File: config.mk
export PLATFORM = sky130hd
export DESIGN_NAME = serial_quad_fifo_descriptor_ctrl
export DESIGN_NICKNAME = d
export VERILOG_FILES = /design/src/common/serial_quad_pkg.sv /design/src/logic/serial_quad_fifo_descriptor_ctrl.sv /design/src/logic/link_sync.sv
export SDC_FILE = /design/constraint.sdc
export NUM_CORES = 1
export LEC_CHECK = 0
export ABC_AREA = 1
export BUFFER_PORTS_ARGS = -buffer_cell sky130_fd_sc_hd__buf_2
export CORE_ASPECT_RATIO = 1.4
export CORE_MARGIN = 4
export CORE_UTILIZATION = 55
export DETAILED_ROUTE_END_ITERATION = 8
export PLACE_DENSITY = 0.8
export REMOVE_ABC_BUFFERS = 1
export SKIP_CTS_REPAIR_TIMING = 1
export SLEW_MARGIN = 20
export SYNTH_ARGS = -nofsm -noshare
export SYNTH_HDL_FRONTEND = slang
export SYNTH_SLANG_ARGS = --single-unit
export TNS_END_PERCENT = 10
File: constraint.sdc
create_clock -name clk_i -period 5.1 [get_ports clk_i]
set_input_delay 0.51 -clock clk_i [delete_from_list [all_inputs] [get_ports clk_i]]
set_output_delay 0.51 -clock clk_i [all_outputs]
set_load 0.005 [all_outputs]
File: src/common/serial_quad_pkg.sv
`default_nettype none
package serial_quad_pkg;

  // ************************************************************
  // register byte offsets
  // ************************************************************
  localparam logic [7:0] OFF_CMD_THR   = 8'h00;
  localparam logic [7:0] OFF_INT_EN    = 8'h04;
  localparam logic [7:0] OFF_BD_BASE   = 8'h08;
  localparam logic [7:0] OFF_BD_STAT   = 8'h0C;
  localparam logic [7:0] OFF_INT_STAT  = 8'h10;
  localparam logic [7:0] OFF_XFER_STAT = 8'h14;

  // ************************************************************
  // field positions and widths
  // ************************************************************
  localparam int THR_W           = 5;
  localparam int TX_THR_LSB      = 8;
  localparam int RX_THR_LSB      = 0;
  localparam int INT_W           = 12;
  localparam int BD_STATE_LSB    = 18;
  localparam int BD_STATE_W      = 4;
  localparam int DMA_STARTED_BIT = 17;
  localparam int BDP_ACTIVE_BIT  = 16;
  localparam int BD_CON_W        = 16;
  localparam int XS_BUSY_BIT     = 0;
  localparam int XS_RX_BIT       = 1;
  localparam int XS_LEN_LSB      = 8;
  localparam int LVL_W           = 6;

  // ************************************************************
  // reset values and masks
  // ************************************************************
  localparam logic [THR_W-1:0] THR_RST     = 5'h00;
  localparam logic [INT_W-1:0] INT_EN_RST  = 12'h000;
  localparam logic [31:0]      BD_BASE_RST = 32'h00000000;
  localparam logic [31:0]      INT_EN_MASK = 32'h00000FFF;
  localparam logic [31:0]      THR_MASK    = 32'h00001F1F;

  // ************************************************************
  // timing and sizes
  // ************************************************************
  localparam logic [2:0] LAST_BIT      = 3'h7;
  localparam int         FIFO_DEPTH_DEF = 32;
  localparam int         CNT_W_DEF      = 6;

  // ************************************************************
  // modes and states
  // ************************************************************
  typedef enum logic [1:0] {
    MODE_IDLE,
    MODE_TRANSMIT,
    MODE_RECEIVE,
    MODE_BOOT_XIP
  } init_mode_e;

  typedef enum logic [1:0] {
    XFER_IDLE,
    XFER_TX,
    XFER_RX
  } xfer_state_e;

endpackage : serial_quad_pkg
`default_nettype wire

File: src/logic/serial_quad_fifo_descriptor_ctrl.sv
`timescale 1ns/1ns
`default_nettype none
// Notes on behaviour
// - transmit starts when fifo reaches transmit threshold
// - receive fetches enough bytes to fill fifo to receive threshold
// - no receive unless fifo has room
// - fifo reads trigger refill up to threshold
// - boot or xip fetches use bus burst
// - enables for dma error, packet, done, threshold
// - low six enables cover fifo events
// - full 32-bit root descriptor address register
// - read-only descriptor processor state field
// - status bit shows dma started
// - status bit shows processor active
// - low half shows current descriptor control
// - unimplemented bits read zero, ignore writes
module serial_quad_fifo_descriptor_ctrl #(
  parameter int FIFO_DEPTH = serial_quad_pkg::FIFO_DEPTH_DEF,
  parameter int CNT_W      = serial_quad_pkg::CNT_W_DEF
) (
  // clock and reset
  input  wire logic                        clk_i,
  input  wire logic                        rst_i,
  // register bus
  input  wire logic [7:0]                  address_i,
  input  wire logic                        read_i,
  input  wire logic                        write_i,
  input  wire logic [3:0]                  byteenable_i,
  input  wire logic [31:0]                 writedata_i,
  output logic      [31:0]                 readdata_o,
  output logic                             waitrequest_o,
  output logic                             irq_o,
  // fifo levels and initiation mode
  input  wire serial_quad_pkg::init_mode_e init_mode_i,
  input  wire logic [CNT_W-1:0]            tx_fifo_count_i,
  input  wire logic [CNT_W-1:0]            rx_fifo_count_i,
  input  wire logic [CNT_W-1:0]            bus_burst_bytes_i,
  // flash link clock
  input  wire logic                        link_clk_i,
  // transfer control
  output logic                             tx_start_o,
  output logic                             rx_start_o,
  output logic                             xfer_busy_o,
  output logic                             xfer_done_o,
  output logic      [CNT_W-1:0]            xfer_len_o,
  // descriptor dma
  input  wire logic                        dma_bus_error_i,
  input  wire logic                        packet_complete_i,
  input  wire logic                        descriptor_done_i,
  input  wire logic                        control_threshold_i,
  input  wire logic                        control_empty_i,
  input  wire logic                        control_full_i,
  input  wire logic [3:0]                  descriptor_processor_state_i,
  input  wire logic                        dma_started_i,
  input  wire logic                        descriptor_processor_active_i,
  input  wire logic [15:0]                 current_descriptor_control_i,
  output logic      [31:0]                 root_descriptor_address_o
);

  // ************************************************************
  // state
  // ************************************************************
  localparam logic [CNT_W-1:0] DEPTH_C = CNT_W'(FIFO_DEPTH);

  typedef struct packed {
    logic                              ack;
    logic [31:0]                       rdata;
    logic [serial_quad_pkg::THR_W-1:0] thr_tx;
    logic [serial_quad_pkg::THR_W-1:0] thr_rx;
    logic [serial_quad_pkg::INT_W-1:0] int_en;
    logic [serial_quad_pkg::INT_W-1:0] int_stat;
    logic [31:0]                       bd_base;
    logic [serial_quad_pkg::LVL_W-1:0] lvl_prev;
    logic                              sck_prev;
    serial_quad_pkg::xfer_state_e      xstate;
    logic [2:0]                        bit_cnt;
    logic [CNT_W-1:0]                  bytes_left;
    logic [CNT_W-1:0]                  xfer_len;
    logic                              tx_start;
    logic                              rx_start;
    logic                              done;
  } state_s;

  state_s st;
  state_s next_st;

  logic                              sck_s;
  logic [CNT_W-1:0]                  rx_free;
  logic [CNT_W-1:0]                  thr_tx_c;
  logic [CNT_W-1:0]                  thr_rx_c;
  logic [serial_quad_pkg::LVL_W-1:0] lvl;
  logic [serial_quad_pkg::INT_W-1:0] events;
  logic [serial_quad_pkg::INT_W-1:0] clr;
  logic [31:0]                       rd_mux;
  logic [31:0]                       wr_merged;
  logic                              tx_go;
  logic                              rx_go;
  logic                              xip_go;

  function automatic logic [31:0] merge_lanes(
    input logic [31:0] old_val,
    input logic [31:0] new_val,
    input logic [3:0]  be
  );
    logic [31:0] r;
    r = old_val;
    for (int i = 0; i < 4; i++) begin
      if (be[i]) begin
        r[i*8 +: 8] = new_val[i*8 +: 8];
      end
    end
    return r;
  endfunction : merge_lanes

  // ************************************************************
  // link clock synchroniser
  // ************************************************************
  link_sync #(
    .W       (1)
  ) u_link_sync (
    .clk_i   (clk_i),
    .rst_i   (rst_i),
    .async_i (link_clk_i),
    .sync_o  (sck_s)
  );

  // ************************************************************
  // fifo conditions
  // ************************************************************
  assign rx_free  = DEPTH_C - rx_fifo_count_i;
  assign thr_tx_c = CNT_W'(st.thr_tx);
  assign thr_rx_c = CNT_W'(st.thr_rx);

  // start conditions, only taken while no transfer runs
  assign tx_go  = (init_mode_i == serial_quad_pkg::MODE_TRANSMIT) &&
                  (tx_fifo_count_i >= thr_tx_c) &&
                  (tx_fifo_count_i != '0);
  assign rx_go  = (init_mode_i == serial_quad_pkg::MODE_RECEIVE) &&
                  (rx_fifo_count_i < thr_rx_c) &&
                  (rx_free >= thr_rx_c);
  assign xip_go = (init_mode_i == serial_quad_pkg::MODE_BOOT_XIP) &&
                  (rx_fifo_count_i == '0) &&
                  (bus_burst_bytes_i != '0) &&
                  (rx_free >= bus_burst_bytes_i);

  // level conditions turned into events on their rising edge
  assign lvl = {rx_fifo_count_i >= thr_rx_c,
                rx_fifo_count_i == DEPTH_C,
                rx_fifo_count_i == '0,
                tx_fifo_count_i >= thr_tx_c,
                tx_fifo_count_i == DEPTH_C,
                tx_fifo_count_i == '0};

  assign events = {dma_bus_error_i, packet_complete_i, descriptor_done_i,
                   control_threshold_i, control_empty_i, control_full_i,
                   lvl & ~st.lvl_prev};

  // ************************************************************
  // register read mux
  // ************************************************************
  always_comb begin
    rd_mux = 32'h00000000;
    case (address_i)
      serial_quad_pkg::OFF_CMD_THR: begin
        rd_mux[serial_quad_pkg::TX_THR_LSB +: serial_quad_pkg::THR_W] =
          st.thr_tx;
        rd_mux[serial_quad_pkg::RX_THR_LSB +: serial_quad_pkg::THR_W] =
          st.thr_rx;
      end
      serial_quad_pkg::OFF_INT_EN: begin
        rd_mux[serial_quad_pkg::INT_W-1:0] = st.int_en;
      end
      serial_quad_pkg::OFF_BD_BASE: begin
        rd_mux = st.bd_base;
      end
      serial_quad_pkg::OFF_BD_STAT: begin
        rd_mux[serial_quad_pkg::BD_STATE_LSB +: serial_quad_pkg::BD_STATE_W]
          = descriptor_processor_state_i;
        rd_mux[serial_quad_pkg::DMA_STARTED_BIT] = dma_started_i;
        rd_mux[serial_quad_pkg::BDP_ACTIVE_BIT] =
          descriptor_processor_active_i;
        rd_mux[serial_quad_pkg::BD_CON_W-1:0] =
          current_descriptor_control_i;
      end
      serial_quad_pkg::OFF_INT_STAT: begin
        rd_mux[serial_quad_pkg::INT_W-1:0] = st.int_stat;
      end
      serial_quad_pkg::OFF_XFER_STAT: begin
        rd_mux[serial_quad_pkg::XS_BUSY_BIT] =
          (st.xstate != serial_quad_pkg::XFER_IDLE);
        rd_mux[serial_quad_pkg::XS_RX_BIT] =
          (st.xstate == serial_quad_pkg::XFER_RX);
        rd_mux[serial_quad_pkg::XS_LEN_LSB +: CNT_W] = st.xfer_len;
      end
      default: begin
        rd_mux = 32'h00000000;
      end
    endcase
  end

  // ************************************************************
  // next state
  // ************************************************************
  always_comb begin
    next_st          = st;
    next_st.tx_start = 1'b0;
    next_st.rx_start = 1'b0;
    next_st.done     = 1'b0;
    wr_merged        = merge_lanes(32'h00000000, writedata_i, byteenable_i);
    clr              = '0;

    // bus: one wait cycle, answer on the second
    next_st.ack = (read_i | write_i) & ~st.ack;
    if (read_i && !st.ack) begin
      next_st.rdata = rd_mux;
    end
    if (write_i && st.ack) begin
      case (address_i)
        serial_quad_pkg::OFF_CMD_THR: begin
          wr_merged = merge_lanes(rd_mux, writedata_i, byteenable_i);
          next_st.thr_tx =
            wr_merged[serial_quad_pkg::TX_THR_LSB +: serial_quad_pkg::THR_W];
          next_st.thr_rx =
            wr_merged[serial_quad_pkg::RX_THR_LSB +: serial_quad_pkg::THR_W];
        end
        serial_quad_pkg::OFF_INT_EN: begin
          wr_merged = merge_lanes(rd_mux, writedata_i, byteenable_i);
          next_st.int_en = wr_merged[serial_quad_pkg::INT_W-1:0];
        end
        serial_quad_pkg::OFF_BD_BASE: begin
          wr_merged = merge_lanes(st.bd_base, writedata_i, byteenable_i);
          next_st.bd_base = wr_merged;
        end
        default: begin
          wr_merged = 32'h00000000;
        end
      endcase
    end

    // sticky flags: read clears what was reported, a new event wins
    if (read_i && st.ack && address_i == serial_quad_pkg::OFF_INT_STAT) begin
      clr = st.rdata[serial_quad_pkg::INT_W-1:0];
    end
    next_st.int_stat = (st.int_stat & ~clr) | events;
    next_st.lvl_prev = lvl;

    // transfer engine paced by link clock rising edges
    next_st.sck_prev = sck_s;
    unique case (st.xstate)
      serial_quad_pkg::XFER_IDLE: begin
        next_st.bit_cnt = 3'h0;
        if (tx_go) begin
          next_st.xstate     = serial_quad_pkg::XFER_TX;
          next_st.xfer_len   = tx_fifo_count_i;
          next_st.bytes_left = tx_fifo_count_i;
          next_st.tx_start   = 1'b1;
        end else if (rx_go) begin
          next_st.xstate     = serial_quad_pkg::XFER_RX;
          next_st.xfer_len   = thr_rx_c - rx_fifo_count_i;
          next_st.bytes_left = thr_rx_c - rx_fifo_count_i;
          next_st.rx_start   = 1'b1;
        end else if (xip_go) begin
          next_st.xstate     = serial_quad_pkg::XFER_RX;
          next_st.xfer_len   = bus_burst_bytes_i;
          next_st.bytes_left = bus_burst_bytes_i;
          next_st.rx_start   = 1'b1;
        end
      end
      serial_quad_pkg::XFER_TX,
      serial_quad_pkg::XFER_RX: begin
        if (sck_s && !st.sck_prev) begin
          next_st.bit_cnt = st.bit_cnt + 3'h1;
          if (st.bit_cnt == serial_quad_pkg::LAST_BIT) begin
            next_st.bytes_left = st.bytes_left - CNT_W'(1);
            if (st.bytes_left == CNT_W'(1)) begin
              next_st.xstate = serial_quad_pkg::XFER_IDLE;
              next_st.done   = 1'b1;
            end
          end
        end
      end
    endcase
  end

  always_ff @(posedge clk_i or posedge rst_i) begin
    if (rst_i) begin
      st <= '0;
    end else begin
      st <= next_st;
    end
  end

  // ************************************************************
  // outputs
  // ************************************************************
  assign readdata_o                = st.rdata;
  assign waitrequest_o             = (read_i | write_i) & ~st.ack;
  assign irq_o                     = |(st.int_stat & st.int_en);
  assign tx_start_o                = st.tx_start;
  assign rx_start_o                = st.rx_start;
  assign xfer_busy_o               = (st.xstate != serial_quad_pkg::XFER_IDLE);
  assign xfer_done_o               = st.done;
  assign xfer_len_o                = st.xfer_len;
  assign root_descriptor_address_o = st.bd_base;
endmodule : serial_quad_fifo_descriptor_ctrl
`default_nettype wire

File: src/logic/link_sync.sv
`timescale 1ns/1ns
`default_nettype none
module link_sync #(
  parameter int W = 1
) (
  // clock and reset
  input  wire logic         clk_i,
  input  wire logic         rst_i,
  // asynchronous in, synchronous out
  input  wire logic [W-1:0] async_i,
  output logic      [W-1:0] sync_o
);

  typedef struct packed {
    logic [W-1:0] meta;
    logic [W-1:0] sync;
  } sync_s;

  sync_s st;
  sync_s next_st;

  always_comb begin
    next_st      = st;
    next_st.meta = async_i;
    next_st.sync = st.meta;
  end

  always_ff @(posedge clk_i or posedge rst_i) begin
    if (rst_i) begin
      st <= '0;
    end else begin
      st <= next_st;
    end
  end

  assign sync_o = st.sync;

endmodule : link_sync
`default_nettype wire

# Word-level counts from Yosys, hierarchy flattened
# Cells that the tools add are included.
totals:
  ff_bits: 128
  input_bits: 97
  output_inout_bits: 76
op_classes:
  addsub: 4
  n_lt_le_gt_ge: 5
  n_eq_ne: 18
  mux: 31
  bitwise: 9
  reduce_logical: 33
op_table:
  columns: ["operator", "count"]
  rows:
  - ["$mux 12", 4]
  - ["$and 12x12->12", 2]
  - ["$pmux 4 s6", 1]
  - ["$pmux 11 s2", 1]
  - ["$ge 6x5->1", 3]
  - ["$eq 8x4->1 const B", 2]
  - ["$eq 8x5->1 const B", 2]
  - ["$pmux 8 s2", 1]
  - ["$pmux 3 s5", 1]
  - ["$reduce_and 3->1", 5]
  - ["$eq 6x6->1 const B", 2]
  - ["$logic_and 1x1->1", 12]
  - ["$logic_not 6->1", 2]
  - ["$mux 2", 6]
  - ["$not 12->12", 1]
  - ["$or 12x12->12", 1]
  - ["$pmux 2 s6", 1]
  - ["$pmux 3 s4", 1]
  - ["$reduce_bool 6->1", 2]
  - ["$reduce_or 12->1", 1]
  - ["$mux 11", 1]
  - ["$mux 10", 1]
  - ["$eq 8x3->1 const B", 1]
  - ["$logic_not 8->1", 1]
  - ["30 further kinds", 45]

# Longest topological paths before layout
depth:
  ltp_word: 8
  depth_mapped: 19
  ltp_nobuf: 19

# Cells and area by module
# From an unflattened synthesis, not the netlist that was laid out.
hier_totals:
  hier_cells: 886
  area_unflattened_um2: 7344.5
by_module_without_submodules:
  columns: ["mod", "n_inst", "cells_each", "area_per_inst_um2", "seq_area_each_um2"]
  rows:
  - ["serial_quad_fifo_descriptor_ctrl", 1, 883, 7290.7, 3153.0]
  - ["link_sync", 1, 3, 53.8, 50.0]

# Worst setup path after synthesis
# Ideal clock, no wire load.
synth_timing:
  path_type: "in2reg"
  from: "input rx_fifo_count_i[0]"
  to: "register st, in the netlist xfer_len_o[0]"
  arrival_ns: 2.373
  required_ns: 4.982
  slack_ns: 2.610
  path_stages: 17
  path_cell_list: "inv_1 ha_1 nand2_1 nor2_1 nand2_1 nand2_1 inv_1 ha_1 nand2_1 o21a_1 nand3_1 nand4_1 and2_4 a21oi_4 inv_2 nand2_1 nand2_1"
synth_between:
  elab_chain_len: 6
synth_rtl:
  columns: ["item", "line", "source"]
  rows:
  - ["start: declaration", "serial_quad_fifo_descriptor_ctrl.sv:36", "input wire logic [CNT_W-1:0] rx_fifo_count_i,"]
  - ["branches (longest 6 deep; another with $sub 6x6->6)", null, null]
  - ["end signal: assignment", "serial_quad_fifo_descriptor_ctrl.sv:289", "st <= next_st;"]
  - ["end: declaration", "serial_quad_fifo_descriptor_ctrl.sv:84", "state_s st;"]
# Several ways; the timed one is not identified.
# A chain may end at the register's enable or synchronous reset.

# Final worst setup path
layout_timing:
  from: "input address_i[5]"
  to: "register st[77] in the netlist's numbering"
layout_between:
  elab_chain_len: 3
layout_rtl:
  columns: ["item", "line", "source"]
  rows:
  - ["start: declaration", "serial_quad_fifo_descriptor_ctrl.sv:25", "input wire logic [7:0] address_i,"]
  - ["$eq 8x5->1, or another cell as far along", "serial_quad_fifo_descriptor_ctrl.sv:163", "case (address_i)"]
  - ["$pmux 3 s4", "serial_quad_fifo_descriptor_ctrl.sv:163", null]
  - ["$mux 8", "serial_quad_fifo_descriptor_ctrl.sv:108", "if (be[i]) begin"]
# Parallel ways exist; a longest one is shown, timed or not.

==> summary.md <==
| Metric | Value |
|---|---|
| Status | `completed` |
| P&R area growth vs syn | `14.16%` |
| DR vias | `~6400` |
| Worst r2r dst | `st[11]$_DFFE_PP0P_` |
| Primary FF master, synth | `dfrtp_1` |
| Drt first pass iters | `6` |
| Clock buffer depth | `2` |
| Hold_ws | `~0.20 ns` |
| Clock slew at reported path FFs | `around 0.06 ns` |
| Min Tclk post-route | `approximately 2.6 ns` |
| Setup-failing EPs final | `0` |
| R2r startpoint | `st[83]$_DFFE_PP0P_` |
| Critical Path Fanout Max | `14` |
| Post-DRT Antenna Nets | `0` |
| Reg area | `3203 sq um` |
| Clk_lat worst skew | `approximately 0.4 ns` |
| Synthesis Warnings | `0` |
| Final core occ | `0.6480` |
| Slew at the pin closest to its max-slew limit | `a little under 1 ns` |
| Count of different cell masters after synthesis | `between 40 and 50` |
| Sequential share of power | `0.405` |
| Antenna Cells | `0` |
| GRT Resource Usage Total | `0.2607` |
| Syn_area_per_cell | `roughly 8.3 sq um` |
| Total grt overflow | `0` |
| Synth area leaders | `dfrtp_1 (44%), nand2_1 (9.8%), buf_4 (7.2%)` |
| WHS Endpoint | `u_link_sync.next_st[0]$_DFF_PP0_` |
| Detailed Route Iter0 Violations | `approximately 320` |
| Final Hold Fails | `0` |
| Clk_skew | `~0.0094 ns` |
| Routed vias/inst | `5.403` |
| R2R Setup Slk | `2.53 ns` |
| Avg WL per Cell | `16.70 um` |
| Unrepaired setup endpoints after global routing | `false` |
| Static leakage | `0.004511 uW` |
| Sequential area share after synthesis | `0.4362` |
| Slew headroom | `0.3404` |
| Gate Count Post-Synth | `roughly 890` |
| CTS buffer count | `17` |
| Finished Layout Cells | `1180` |
| Synth Cell Area | `7343 sq um` |
| WP data arrival | `just under 3 ns` |
| Vias in the first global route | `between 6000 and 7000` |
| Number of flops mapped to enable cells by yosys | `0` |
| Final Slew Violations | `0` |
| WS Path Type | `input port to flip-flop` |
| Die H | `144.7 um` |
| Die ar. | `~15000 sq um` |
| First-pass GRT wire length | `roughly 31000 um` |
| Period utilisation layout | `0.5127` |
| Power Internal | `1997 uW` |
| Post-DP HPWL | `between 10000 and 15000 um` |
| Peak VDD IR | `roughly 0.00021 V` |
| Yosys top cell by area | `dfrtp_1` |
| Row Count | `about 50` |
| Final GP Congestion | `~0.96` |
| Hold Path Depth | `1` |
| CTS Root Cell | `clkbuf_16` |
| R2R depth | `14` |
| Crit path capture type | `flip-flop` |
| Placed cell count | `1148` |
| H-tree Lvls | `4` |
| Sw frac | `0.3270` |
| Initial antenna violation count | `0` |
| Hold path start | `link_clk_i` |
| Max Cap Viol | `0` |
| Logic pwr share | `0.218` |
| FMAX | `between 300 and 400 MHz` |
| Clock sink count | `about 130` |
| Post-layout net count | `about 1100` |
| Die width | `~110 um` |
| TNS Setup | `0 ns` |
| Largest net degree at the start of global routing | `just under 80` |
| Critical path startpoint category | `input port` |
| Most common library cell in the layout ignoring fill and taps | `nand2_1` |
| Residual DRC | `0` |
| Yosys top cell area share | `0.4362` |
| Initial Util | `0.5677` |
| Synthesis-stage register bit count | `128` |
| Commonest cells after routing, fill and taps aside | `nand2_1 (191), buf_2 (172), dfrtp_1 (128), inv_1 (99), nand3_1 (71)` |
| Worst path required time | `5.43 ns` |
| Top-Level Pins | `between 150 and 200` |
| Post-synthesis async set-or-reset flop share | `1.000` |
| Input/output buffers | `approximately 170` |
| Core box area | `between 10000 and 15000 sq um` |
| Layout cells sized above 1 | `0.2605` |
| Net load switching power | `approximately 970 uW` |
| Layout fillers | `about 1100` |
| CTS tree | `done` |
| Clock Power Share | `0.377` |
| Final WL | `about 20000 um` |
| Pwr/cell area | `approximately 350 nW/um^2` |
| Min-delay worst type | `input port to flip-flop` |
| Area of the multi-input gates | `3102 sq um` |
synthesized netlist by cell type, types with 4 or more instances:
library cell	n
nor3_1	9
inv_1	100
buf_4	70
mux2_2	25
dfrtp_1	128
nand3_1	71
o211ai_1	4
ha_1	28
a21oi_1	30
inv_2	8
a21o_1	6
a221oi_1	4
o21ai_0	67
nor2_1	47
o22ai_1	10
nand2_1	191
buf_2	7
xor2_1	4
nand4_1	12
clkbuf_1	16
nand3_2	4
o21ai_1	10
flip-flops by register name, summed over array words and instances (netlist names):
| name | flops |
|---|---|
| readdata_o | 32 |
| root_descriptor_address_o | 32 |
| rx_start_o | 1 |
| st | 53 |
| tx_start_o | 1 |
| u_link_sync.next_st | 1 |
| u_link_sync.sync_o | 1 |
| xfer_done_o | 1 |
| xfer_len_o | 6 |
critical path, stage by stage:
cell     delay (ns)
buf_2          0.10
nor2_1         0.09
nand3_1        0.11
inv_1          0.39
nand2_1        0.37
nor2_1         0.62
inv_1          0.38
a21oi_1        0.19
o21ai_0        0.09
o21ai_0        0.07
power groups by stage:
stage / logic, uW / clock network (uW) / registers [uW]
global placement: 633 / 0 / 1210
global route: 749 / 1180 / 1210
floorplan: 418 / 0 / 1200
detailed placement: 647 / 0 / 1220
finish: 647 / 1120 / 1200
CTS: 651 / 1130 / 1200
worst max-delay path by stage:
stage / start / endpoint / slack [ns] / cells past startpoint
2_1_floorplan: rst_i / readdata_o[0]$_DFFE_PP0P_ / 1.18 / 1
3_5_place_dp: address_i[5] / st[77]$_DFFE_PP0P_ / 2.11 / 10
5_1_grt: address_i[5] / st[78]$_DFFE_PP0P_ / 2.24 / 10
4_1_cts: address_i[5] / root_descriptor_address_o[5]$_DFFE_PP0P_ / 2.54 / 8
6_report: address_i[5] / st[77]$_DFFE_PP0P_ / 2.49 / 10
3_3_place_gp: address_i[5] / root_descriptor_address_o[5]$_DFFE_PP0P_ / 2.16 / 8
area by class of cell:
type / instances / area share
Tap cell: 178 / 0.02657
Inverter: 111 / 0.05000
Clock inverter: 14 / 0.01269
Multi-Input combinational cell: 555 / 0.3700
Clock buffer: 18 / 0.05239
Sequential cell: 128 / 0.3821
Timing Repair Buffer: 176 / 0.1063
per-stage QoR:
stage / cell area [sq um] / power (uW) / setup WS [ns]
final: 8383 / 2967 / 2.485
after detailed placement: 7838 / 1862 / 2.109
after floorplan: 6719 / 1617 / 1.177
after global placement: 7838 / 1847 / 2.159
after global routing: 8383 / 3145 / 2.243
after CTS: 8383 / 2981 / 2.543
routing by layer:
metal | share of wire | GRT usage
met2 | 0.52 | 0.4738
met4 | 0.031 | 0.1085
met5 | 0 | 0
met3 | 0.072 | 0.06880
met1 | 0.37 | 0.2903
kinds of logic after synthesis:
logic type / Yosys count / synth area share
xor gates and xnor gates: 7 / 0.009372
AOI/OAI and AO/OA: 149 / 0.1179
and+or+nand+nor: 345 / 0.2060
adders and majority gates: 29 / 0.05044
buffers and inverters: 205 / 0.1418
muxes: 25 / 0.03834
DFF: 128 / 0.4362
Power figures use the tool's default switching activity.
